**src/strobe_timer_pkg.sv**
```systemverilog
// constants shared by the strobe-mode timer channel and its helpers
package strobe_timer_pkg;

   // ***************************************************************
   // widths
   // ***************************************************************
   localparam int CNT_W = 16;
   localparam int ADDR_W = 8;
   localparam int DATA_W = 32;
   localparam int SYNC_STAGES = 2;

   // ***************************************************************
   // register byte offsets
   // ***************************************************************
   localparam logic [7:0] OFS_CONTROL = 8'h00;
   localparam logic [7:0] OFS_COUNT = 8'h04;
   localparam logic [7:0] OFS_STATUS = 8'h08;
   localparam logic [7:0] OFS_VALUE = 8'h0c;

   // ***************************************************************
   // control word fields
   // ***************************************************************
   localparam int CTL_BCD_BIT = 0;
   localparam int CTL_MODE_LSB = 1;
   localparam int CTL_ACC_LSB = 4;

   localparam logic [2:0] MODE_SW_STROBE = 3'h4;
   localparam logic [2:0] MODE_HW_STROBE = 3'h5;

   localparam logic [1:0] ACC_LATCH = 2'h0;
   localparam logic [1:0] ACC_LOW = 2'h1;
   localparam logic [1:0] ACC_HIGH = 2'h2;
   localparam logic [1:0] ACC_BOTH = 2'h3;

   // ***************************************************************
   // status word fields
   // ***************************************************************
   localparam int ST_OUT_BIT = 0;
   localparam int ST_WRITTEN_BIT = 1;
   localparam int ST_HALF_BIT = 2;
   localparam int ST_RUN_BIT = 3;
   localparam int ST_ARMED_BIT = 4;
   localparam int ST_PEND_BIT = 5;
   localparam int ST_MODE_LSB = 8;
   localparam int ST_ACC_LSB = 12;
   localparam int ST_BCD_BIT = 14;

   // ***************************************************************
   // reset values
   // ***************************************************************
   localparam logic [2:0] RST_MODE = 3'h0;
   localparam logic [1:0] RST_ACC = 2'h1;
   localparam logic [15:0] RST_COUNT = 16'h0000;

endpackage

```
**src/decrement_if.sv**
```systemverilog
// carrier between the channel and its decrement unit
`timescale 1ns/1ps
interface decrement_if;
   logic [strobe_timer_pkg::CNT_W-1:0] value;
   logic [strobe_timer_pkg::CNT_W-1:0] result;
   logic bcd;
   modport user (output value, output bcd, input result);
   modport unit (input value, input bcd, output result);
endinterface

```
**src/bit_sync.sv**
```systemverilog
// two-flop synchroniser for a level arriving from outside the clock domain
`timescale 1ns/1ps
module bit_sync (
   // clock, reset, freeze
   input wire logic pclk,
   input wire logic presetn,
   input wire logic ce,
   // level in and out
   input wire logic async_in,
   output logic sync_out
);
   typedef struct packed {
      logic meta;
      logic stable;
   } sync_st_t;

   sync_st_t q;
   sync_st_t d;

   always_comb begin
      d = q;
      d.meta = async_in;
      d.stable = q.meta;
   end

   always_ff @(posedge pclk or negedge presetn) begin
      if (!presetn) begin
         q <= '0;
      end else if (ce) begin
         q <= d;
      end
   end

   assign sync_out = q.stable;
endmodule // bit_sync

```
**src/count_decrement.sv**
```systemverilog
// one-step down count in binary or bcd, wrapping below zero
`timescale 1ns/1ps
module count_decrement #(
   parameter int CNT_W = strobe_timer_pkg::CNT_W
) (
   // value in, value minus one out
   decrement_if.unit dif
);
   localparam int DIGITS = CNT_W / 4;

   if ((CNT_W % 4) != 0 || CNT_W != strobe_timer_pkg::CNT_W) begin : g_bad_width
      $error("count_decrement: width must match the channel and hold whole digits");
   end

   logic [CNT_W-1:0] bcd_res;
   logic borrow;
   logic [3:0] digit;

   // zero wraps to all nines, as the binary path wraps to all ones
   always_comb begin
      bcd_res = '0;
      borrow = 1'b1;
      digit = 4'h0;
      for (int i = 0; i < DIGITS; i++) begin
         digit = dif.value[4*i +: 4];
         if (borrow && digit == 4'h0) begin
            bcd_res[4*i +: 4] = 4'h9;
         end else if (borrow) begin
            bcd_res[4*i +: 4] = digit - 4'h1;
            borrow = 1'b0;
         end else begin
            bcd_res[4*i +: 4] = digit;
         end
      end
   end

   assign dif.result = dif.bcd ? bcd_res : dif.value - {{(CNT_W-1){1'b0}}, 1'b1};
endmodule // count_decrement

```
**src/strobe_timer.sv**
```systemverilog
// one timer channel in software- and hardware-triggered strobe modes, apb slave
`timescale 1ns/1ps
module strobe_timer (
   // clock, reset, freeze
   input wire logic pclk,
   input wire logic presetn,
   input wire logic ce,
   // apb slave
   input wire logic psel,
   input wire logic penable,
   input wire logic pwrite,
   input wire logic [strobe_timer_pkg::ADDR_W-1:0] paddr,
   input wire logic [strobe_timer_pkg::DATA_W-1:0] pwdata,
   output logic [strobe_timer_pkg::DATA_W-1:0] prdata,
   output logic pready,
   output logic pslverr,
   // counting pins
   input wire logic count_clk,
   input wire logic gate,
   output logic cnt_out
);
   localparam int W = strobe_timer_pkg::CNT_W;

   if (W != 16) begin : g_bad_width
      $error("strobe_timer: the count is loaded as two bytes and must be 16 bits");
   end

   // ***************************************************************
   // state
   // ***************************************************************
   typedef struct packed {
      logic pready;
      logic pslverr;
      logic [strobe_timer_pkg::DATA_W-1:0] prdata;
      logic [2:0] mode;
      logic [1:0] access;
      logic bcd;
      logic [W-1:0] preset;
      logic half;
      logic written;
      logic load_pend;
      logic trig_pend;
      logic [W-1:0] count;
      logic armed;
      logic running;
      logic out;
      logic ck_prev;
      logic gate_prev;
   } timer_st_t;

   timer_st_t q;
   timer_st_t d;

   logic ck_s;
   logic gate_s;
   logic ck_rise;
   logic gate_rise;
   logic sw_mode;
   logic hw_mode;
   logic apb_setup;
   logic apb_access;
   logic wr_ctl;
   logic wr_cnt;
   logic cnt_done;
   logic mapped;
   logic [7:0] wbyte;
   logic [strobe_timer_pkg::DATA_W-1:0] rd_word;

   decrement_if dif ();

   // ***************************************************************
   // pin synchronisers
   // ***************************************************************
   // both pins are asynchronous; the count clock is sampled, not used as a clock,
   // so it must run well below a quarter of pclk
   bit_sync u_sync_ck (
      .pclk(pclk),
      .presetn(presetn),
      .ce(ce),
      .async_in(count_clk),
      .sync_out(ck_s)
   );

   bit_sync u_sync_gate (
      .pclk(pclk),
      .presetn(presetn),
      .ce(ce),
      .async_in(gate),
      .sync_out(gate_s)
   );

   count_decrement #(
      .CNT_W(W)
   ) u_dec (
      .dif(dif)
   );

   assign dif.value = q.count;
   assign dif.bcd = q.bcd;

   // ***************************************************************
   // decode
   // ***************************************************************
   assign ck_rise = ck_s & ~q.ck_prev;
   assign gate_rise = gate_s & ~q.gate_prev;
   assign sw_mode = (q.mode == strobe_timer_pkg::MODE_SW_STROBE);
   assign hw_mode = (q.mode == strobe_timer_pkg::MODE_HW_STROBE);
   assign apb_setup = psel & ~penable;
   assign apb_access = psel & penable & q.pready;
   assign wr_ctl = apb_access & pwrite & (paddr == strobe_timer_pkg::OFS_CONTROL);
   assign wr_cnt = apb_access & pwrite & (paddr == strobe_timer_pkg::OFS_COUNT);
   assign wbyte = pwdata[7:0];

   // a whole count is in once the last byte of the access pattern lands
   assign cnt_done = wr_cnt &
                     ((q.access != strobe_timer_pkg::ACC_BOTH) || q.half);

   always_comb begin
      mapped = 1'b1;
      rd_word = '0;
      case (paddr)
         strobe_timer_pkg::OFS_CONTROL: begin
            rd_word[strobe_timer_pkg::CTL_BCD_BIT] = q.bcd;
            rd_word[strobe_timer_pkg::CTL_MODE_LSB +: 3] = q.mode;
            rd_word[strobe_timer_pkg::CTL_ACC_LSB +: 2] = q.access;
         end
         strobe_timer_pkg::OFS_COUNT: begin
            rd_word[W-1:0] = q.preset;
         end
         strobe_timer_pkg::OFS_STATUS: begin
            rd_word[strobe_timer_pkg::ST_OUT_BIT] = q.out;
            rd_word[strobe_timer_pkg::ST_WRITTEN_BIT] = q.written;
            rd_word[strobe_timer_pkg::ST_HALF_BIT] = q.half;
            rd_word[strobe_timer_pkg::ST_RUN_BIT] = q.running;
            rd_word[strobe_timer_pkg::ST_ARMED_BIT] = q.armed;
            rd_word[strobe_timer_pkg::ST_PEND_BIT] = q.load_pend | q.trig_pend;
            rd_word[strobe_timer_pkg::ST_MODE_LSB +: 3] = q.mode;
            rd_word[strobe_timer_pkg::ST_ACC_LSB +: 2] = q.access;
            rd_word[strobe_timer_pkg::ST_BCD_BIT] = q.bcd;
         end
         strobe_timer_pkg::OFS_VALUE: begin
            rd_word[W-1:0] = q.count;
         end
         default: begin
            mapped = 1'b0;
         end
      endcase
   end

   // ***************************************************************
   // next state
   // ***************************************************************
   always_comb begin
      d = q;
      d.ck_prev = ck_s;
      d.gate_prev = gate_s;

      // bus: answer in the first access cycle, nothing else waits
      d.pready = 1'b0;
      if (apb_setup) begin
         d.pready = 1'b1;
         d.pslverr = ~mapped;
         d.prdata = pwrite ? '0 : rd_word;
      end else if (apb_access) begin
         d.pslverr = 1'b0;
         d.prdata = '0;
      end

      // counting, on each rising count clock
      if (ck_rise) begin
         if (!q.out) begin
            d.out = 1'b1;
         end
         if (sw_mode && q.load_pend) begin
            d.count = q.preset;
            d.load_pend = 1'b0;
            d.armed = 1'b1;
            d.running = 1'b1;
         end else if (hw_mode && q.trig_pend) begin
            d.count = q.preset;
            d.trig_pend = 1'b0;
            d.armed = 1'b1;
            d.running = 1'b1;
         end else if (q.running && (hw_mode || gate_s)) begin
            // gate low holds the count in software mode only
            d.count = dif.result;
            if (q.armed && dif.result == '0) begin
               d.out = 1'b0;
               d.armed = 1'b0;
            end
         end
      end

      // a trigger needs a complete count; a later one restarts the countdown
      if (hw_mode && gate_rise && q.written) begin
         d.trig_pend = 1'b1;
      end

      // count port: in hardware mode only the preset changes
      if (wr_cnt) begin
         case (q.access)
            strobe_timer_pkg::ACC_LOW: begin
               d.preset = {8'h00, wbyte};
            end
            strobe_timer_pkg::ACC_HIGH: begin
               d.preset = {wbyte, 8'h00};
            end
            strobe_timer_pkg::ACC_BOTH: begin
               if (q.half) begin
                  d.preset[15:8] = wbyte;
               end else begin
                  d.preset[7:0] = wbyte;
               end
               d.half = ~q.half;
            end
            default: begin
               d.preset = q.preset;
            end
         endcase
      end
      if (cnt_done) begin
         d.written = 1'b1;
         if (sw_mode) begin
            d.load_pend = 1'b1;
         end
      end

      // control word; the latch pattern does not reprogram the channel
      if (wr_ctl && pwdata[strobe_timer_pkg::CTL_ACC_LSB +: 2] != strobe_timer_pkg::ACC_LATCH) begin
         d.mode = pwdata[strobe_timer_pkg::CTL_MODE_LSB +: 3];
         d.access = pwdata[strobe_timer_pkg::CTL_ACC_LSB +: 2];
         d.bcd = pwdata[strobe_timer_pkg::CTL_BCD_BIT];
         d.half = 1'b0;
         d.written = 1'b0;
         d.load_pend = 1'b0;
         d.trig_pend = 1'b0;
         d.armed = 1'b0;
         d.running = 1'b0;
         d.out = 1'b1;
      end
   end

   // ***************************************************************
   // registers
   // ***************************************************************
   always_ff @(posedge pclk or negedge presetn) begin
      if (!presetn) begin
         q.pready <= 1'b0;
         q.pslverr <= 1'b0;
         q.prdata <= '0;
         q.mode <= strobe_timer_pkg::RST_MODE;
         q.access <= strobe_timer_pkg::RST_ACC;
         q.bcd <= 1'b0;
         q.preset <= strobe_timer_pkg::RST_COUNT;
         q.half <= 1'b0;
         q.written <= 1'b0;
         q.load_pend <= 1'b0;
         q.trig_pend <= 1'b0;
         q.count <= strobe_timer_pkg::RST_COUNT;
         q.armed <= 1'b0;
         q.running <= 1'b0;
         q.out <= 1'b1;
         q.ck_prev <= 1'b0;
         q.gate_prev <= 1'b0;
      end else if (ce) begin
         q <= d;
      end
   end

   // ***************************************************************
   // outputs
   // ***************************************************************
   assign prdata = q.prdata;
   assign pready = q.pready;
   assign pslverr = q.pslverr;
   assign cnt_out = q.out;
endmodule // strobe_timer

```
**config.mk**
```make
export PLATFORM = sky130hd
export DESIGN_NAME = strobe_timer
export DESIGN_NICKNAME = d
export VERILOG_FILES = /design/src/strobe_timer_pkg.sv /design/src/decrement_if.sv /design/src/bit_sync.sv /design/src/count_decrement.sv /design/src/strobe_timer.sv
export SDC_FILE = /design/constraint.sdc
export NUM_CORES = 1
export LEC_CHECK = 0
export ABC_AREA = 1
export BUFFER_PORTS_ARGS = -buffer_cell sky130_fd_sc_hd__buf_2
export CAP_MARGIN = 20
export CORE_MARGIN = 2
export CORE_UTILIZATION = 60
export CTS_BUF_LIST = sky130_fd_sc_hd__clkbuf_4 sky130_fd_sc_hd__clkbuf_8 sky130_fd_sc_hd__clkbuf_16
export DETAILED_ROUTE_END_ITERATION = 7
export GPL_ROUTABILITY_DRIVEN = 1
export HOLD_SLACK_MARGIN = 0.03
export PLACE_DENSITY_LB_ADDON = 0.25
export SLEW_MARGIN = 25
export SYNTH_ARGS = -nofsm -noshare
export SYNTH_HDL_FRONTEND = slang
export SYNTH_SLANG_ARGS = --single-unit
```
**constraint.sdc**
```tcl
create_clock -name pclk -period 5 [get_ports pclk]
set_clock_uncertainty 0.2 [all_clocks]
set_input_delay 0.25 -clock pclk [delete_from_list [all_inputs] [get_ports pclk]]
set_output_delay 0.25 -clock pclk [all_outputs]
set_load 0.1 [all_outputs]
```
Word level (Yosys, flattened, before mapping)

Cells that the tools add are included.
W data, S select, Z words.

Bits in registers: 85
Input port bits: 48
Output and inout bits: 35

$add $sub $neg: 5
Equality and inequality tests: 12
Multiplexer cells: 45
Bitwise operators: 15
Reductions and logical operators: 43

Operator list:

| kind                    | number |
|---|---|
| $mux W33                | 2 |
| $pmux W16 S3            | 1 |
| $mux W17                | 2 |
| $mux W16                | 2 |
| $mux W4                 | 8 |
| $pmux W6 S4             | 1 |
| $mux W21                | 1 |
| $mux W1                 | 18 |
| $mux W18                | 1 |
| $pmux W3 S3             | 2 |
| $eq A8 B4 Y1 const B    | 2 |
| $logic_not A16 Y1       | 1 |
| $logic_not A4 Y1        | 4 |
| $mux W8                 | 2 |
| $reduce_and A4 Y1       | 4 |
| $sub A16 B1 Y16 const B | 1 |
| $sub A4 B1 Y4 const B   | 4 |
| $reduce_bool A3 Y1      | 5 |
| $reduce_bool A2 Y1      | 6 |
| $logic_and A1 B1 Y1     | 10 |
| $and A1 B1 Y1           | 9 |
| $reduce_and A3 Y1       | 3 |
| $eq A8 B3 Y1 const B    | 1 |
| $logic_not A8 Y1        | 1 |
| other kinds (15)        | 29 |

Depth between registers and ports, before layout

Depth after elaboration: 19
Mapped depth: 15

Cells and area by module

A second synthesis with hierarchy kept.

Cells, all modules: 711
Area, all modules: 4790.8 sq um

By module, submodules not included:

| module          | instances | cells each | area each (sq um) | seq. area each (sq um) |
|---|---|---|---|---|
| strobe_timer    | 1         | 504        | 3723.6            | 1629.1 |
| count_decrement | 1         | 189        | 914.6             | 0.0 |
| bit_sync        | 2         | 9          | 76.3              | 50.0 |

Least setup slack after synthesis

OpenSTA, ideal clock, no wires.

Kind: reg-to-reg
From: register, netlist name pready
To: register q[4] (netlist name)
Setup time: 0.118 ns
Data arrival time: 2.019 ns
Setup slack: 2.663 ns
Cell stages (with the launch flop): 10
Path buffers: 0
Clock period less this slack: 2.337 ns
Path through: dfrtp_1 -> nand4_1 -> nor2_1 -> nand3_2 -> nand2_1 -> nand3_1 -> nor3_1 -> nand3_2 -> nand3_1 -> nand2_1

Word-level cells in the longest chain between the ends: 6
Elaborated cells on any way between the ends: 9
Those cells by class: 1 x mux; 3 x bitwise; 5 x reduce/logical

Ends and longest elaborated chain:

| what                                                                             | RTL line            | RTL |
|---|---|---|
| $and A1 B1 Y1 (*)                                                                | strobe_timer.sv:109 | `assign apb_access = psel & penable & q.pready;` |
| $and A1 B1 Y1 (*) (2 in a row)                                                   | strobe_timer.sv:110 | `assign wr_ctl = apb_access & pwrite & (paddr == strobe_timer_pkg::OFS_CONTROL);` |
| $logic_and A1 B1 Y1 (*)                                                          | strobe_timer.sv:229 | `if (wr_ctl && pwdata[strobe_timer_pkg::CTL_ACC_LSB +: 2] != strobe_timer_pkg::ACC_LATCH) begin` |
| $reduce_bool A4 Y1 (no source line) / $reduce_bool A2 Y1 (equally long branches) | n/a                 |  |
| $reduce_and A4 Y1 (no source line)                                               | n/a                 |  |
| to (decl)                                                                        | strobe_timer.sv:51  | `timer_st_t q;` |

Every way passes the cells marked *; elsewhere a longest branch is shown, timed or not.
A chain may end at the register's enable or synchronous reset.

Worst setup path after layout

From: register q[45] (netlist name)
To: register q (netlist bit dif.value[6])

Word-level cells in the longest chain between the ends: 5
Elaborated cells on any way between the ends: 10
Those cells by class: 2 x eq/ne; 2 x mux; 6 x reduce/logical

Ends and longest elaborated chain:

| what                                | RTL line            | RTL |
|---|---|---|
| $eq A3 B3 Y1                        | strobe_timer.sv:107 | `assign hw_mode = (q.mode == strobe_timer_pkg::MODE_HW_STROBE);` |
| $logic_or A1 B1 Y1                  | strobe_timer.sv:184 | `end else if (q.running && (hw_mode \|\| gate_s)) begin` |
| $logic_and A1 B1 Y1                 | strobe_timer.sv:184 |  |
| $reduce_bool A3 Y1 (no source line) | n/a                 |  |
| $reduce_and A3 Y1 (no source line)  | n/a                 |  |

Several ways; a longest one is shown, not always the timed one.

==> metrics.txt <==
status=finished, final reports clean; Seq pwr share=37.3%; Residual DRC=0; synth top area cells=dfrtp_1 38%, nand2_1 12%, o21ai_0 8.5%; dpl cells=approximately 710; leak pwr=2.36 nW; area post-placement=0.00452 mm²; # Max-Cap Violations=0; arrival time at the worst endpoint=between 2 and 3 ns; WP depth=12; synth unique cells=44; antenna viol nets, final=0; I/O pin count=a little over 80; asr flop ratio synth=100%; net switching power figure=774 µW; RSZ-0062 raised after global routing=false; CP cell instances=inv_1 -> nand2_1 -> nor2_1 -> nand2_1 -> nand2_1 -> inv_2 -> nand2_1 -> nand2_2 -> inv_2 -> o21ai_0 -> a21oi_1 -> a21oi_1; drt pass-1 iters=5; port bufs=between 40 and 50; crit path max fanout=25; pwr dens=~390 mW/mm²; global route overflow=0; share of layout cells above drive strength 1=between 10 and 15%; minimum clock period=2.91 ns; register bit total from synthesis=69; post-DR wirelength/cell=16.0 µm; final core occ=67.4%; clk slew on worst S/H paths=0.07 ns; r2r startpoint=q[45]; H-tree levels=3; Yosys top cell area share=between 30% and 40%; Tot GR Track Use=30.1%; Vias per Instance=approximately 5.7; NumNets Final=just under 700; Initial Util=a little over 60%; Worst-Margin Slew=0.863 ns; Sw Share=40.7%; dpl ws=2.18 ns; fin cells=741; largest net degree at the start of global routing=70; Primary FF master, synth=dfrtp_1; post-route cell area=0.00486 mm²; synthesized cell area=0.00444 mm²; CTS sink count=69; post-synthesis sequential area ratio=38.9%; Hold WS=0.0540 ns; largest area contributor in the netlist=dfrtp_1; Startpoint Class=flip-flop; post-CTS sizing=0; number of global-route vias before repair=3973; max_slew headroom=42.4%; reg2reg end=dif.value[6]; GP Congestion=0.946; CP delay by family, top=simple AND/OR/NAND/NOR gates; Buf/Inv on CP=3; Worst path max stage delay=0.55 ns; Tightest Hold Check Type=input pin to flip-flop; CTS tree=yes; first-pass GRT wire length=between 15000 and 20000 µm; Critical path origin=q[45]; EDFF count, synth=0; Gate power share=around 36%; chip height=90.0 µm; fmax=344 MHz; clock share of power=27.0%; Internal=1.13 mW; critical path class=flip-flop to flip-flop; Die Width=90.0 µm; Cells after Synth=602; most used cell, CP=nand2_1; synth-to-layout area growth=9.49%; num rows=31; DR iter-0 viols=367; setup ws final=2.09 ns; Max clock buf depth=2; Tcrit/Tclk final=58.2%; ANT cells=0; R2R setup slack=2.09 ns; VDD IR max=slightly below 0.0002 V; CTS Root Cell=clkbuf_8; total negative slack=0 ns; Die Outline Area=0.00811 mm²; Yosys Warn Count=0; Final Hold Viols=0; Final Slew Violations=0; Slowest cell on crit path=nand2_1; Num CTS Buffers=9; Critical Path End=dif.value[6]; Mapped Avg Cell Area=7.38 µm²; total wire length=11800 µm; Crit path required time=5.04 ns; via count=4240; Final HPWL DP=8560 µm; CP Capture Type=flip-flop; initial antenna violation count=0; cells on worst reg2reg path=12; # setup viols final=0; Final Power=1.90 mW; clock latency on the worst-skew pair=0.36 ns; total core area=just over 0.007 mm²
[metal layers]
| layer | GRT usage [%] | share of wire, % | wire length, µm |
|---|---|---|---|
| met1 | 39.6 | 41 | 4850 |
| met2 | 48.0 | 48 | 5680 |
| met3 | 4.86 | 7.2 | 857 |
| met4 | 15.9 | 3.7 | 437 |
| met5 | 0 | 0 | 0 |
[cell usage after synthesis, types with 6 or more instances]
cell type,instances
nand3_1,45
nor2_2,6
nand4_1,9
a21oi_1,19
inv_1,68
clkbuf_1,8
dfrtp_1,67
ha_1,6
nor2_1,36
o21ai_0,75
nand2_1,145
o22ai_1,16
buf_4,33
[registers in the layout, summed over array words and instances, names as in the netlist]
signal                cells
q                        29
dif.value                16
prdata                   16
cnt_out                   1
dif.bcd                   1
pready                    1
pslverr                   1
u_sync_ck.d               1
u_sync_ck.sync_out        1
u_sync_gate.d             1
u_sync_gate.sync_out      1
[worst min-delay path, stage by stage]
cell     delay [ns]
buf_2          0.11
nand3_1        0.15
nand2_1        0.07
[worst min path at each step]
| stage | startpoint | to | slack, ns | depth (start not counted) |
|---|---|---|---|---|
| 3_3_place_gp | gate | u_sync_gate.d[0] | 0.25 | 3 |
| 2_1_floorplan | presetn | dif.bcd | -0.25 | 0 |
| 3_5_place_dp | u_sync_ck.d[0] | u_sync_ck.d[0] | 0.26 | 2 |
| 5_1_grt | psel | pready | 0.06 | 3 |
| 6_report | psel | pready | 0.05 | 3 |
| 4_1_cts | psel | pready | 0.03 | 3 |
[kinds of logic after synthesis]
logic type,after synthesis,synth area share (%)
simple gates,266,27.9
xor+xnor,4,0.789
compound gates,134,17.1
fa+ha+maj,6,1.69
flops,69,38.9
other cells,1,0.0844
buf+inv,122,13.5
[power groups by stage]
| stage | combinational, mW | clock (mW) | sequential [mW] |
|---|---|---|---|
| 6_report | 0.679 | 0.514 | 0.710 |
| 5_1_grt | 0.752 | 0.540 | 0.718 |
| 4_1_cts | 0.666 | 0.514 | 0.706 |
| 3_5_place_dp | 0.654 | 0 | 0.716 |
| 3_3_place_gp | 0.633 | 0 | 0.713 |
| 2_1_floorplan | 0.512 | 0 | 0.714 |
[cells in the final DEF, fill, tap and decap left out, types with 6 or more instances in the layout]
cell,n
dfrtp_1,67
nand3_1,45
inv_1,68
dlygate4sd3_1,12
nand4_1,9
nor2_1,36
nor2_2,6
clkbuf_8,9
nand2_1,145
conb_1,16
buf_2,42
o22ai_1,16
a21oi_1,19
ha_1,6
o21ai_0,75
[final cells by class]
type / instances / area [µm²]
clock buffer: 12 / 146
clock inverter: 4 / 72.6
tap: 99 / 124
multi-input combinational: 426 / 2170
fill: 641 / 2350
inverter: 76 / 285
timing repair buffer: 55 / 338
sequential: 69 / 1730
[repair_timing]
item                      in CTS  in global routing
buffers inserted               0                  0
hold buffers                  12                  0
hold endpoints to repair      91                  0
(Power assumes the default switching activity.)
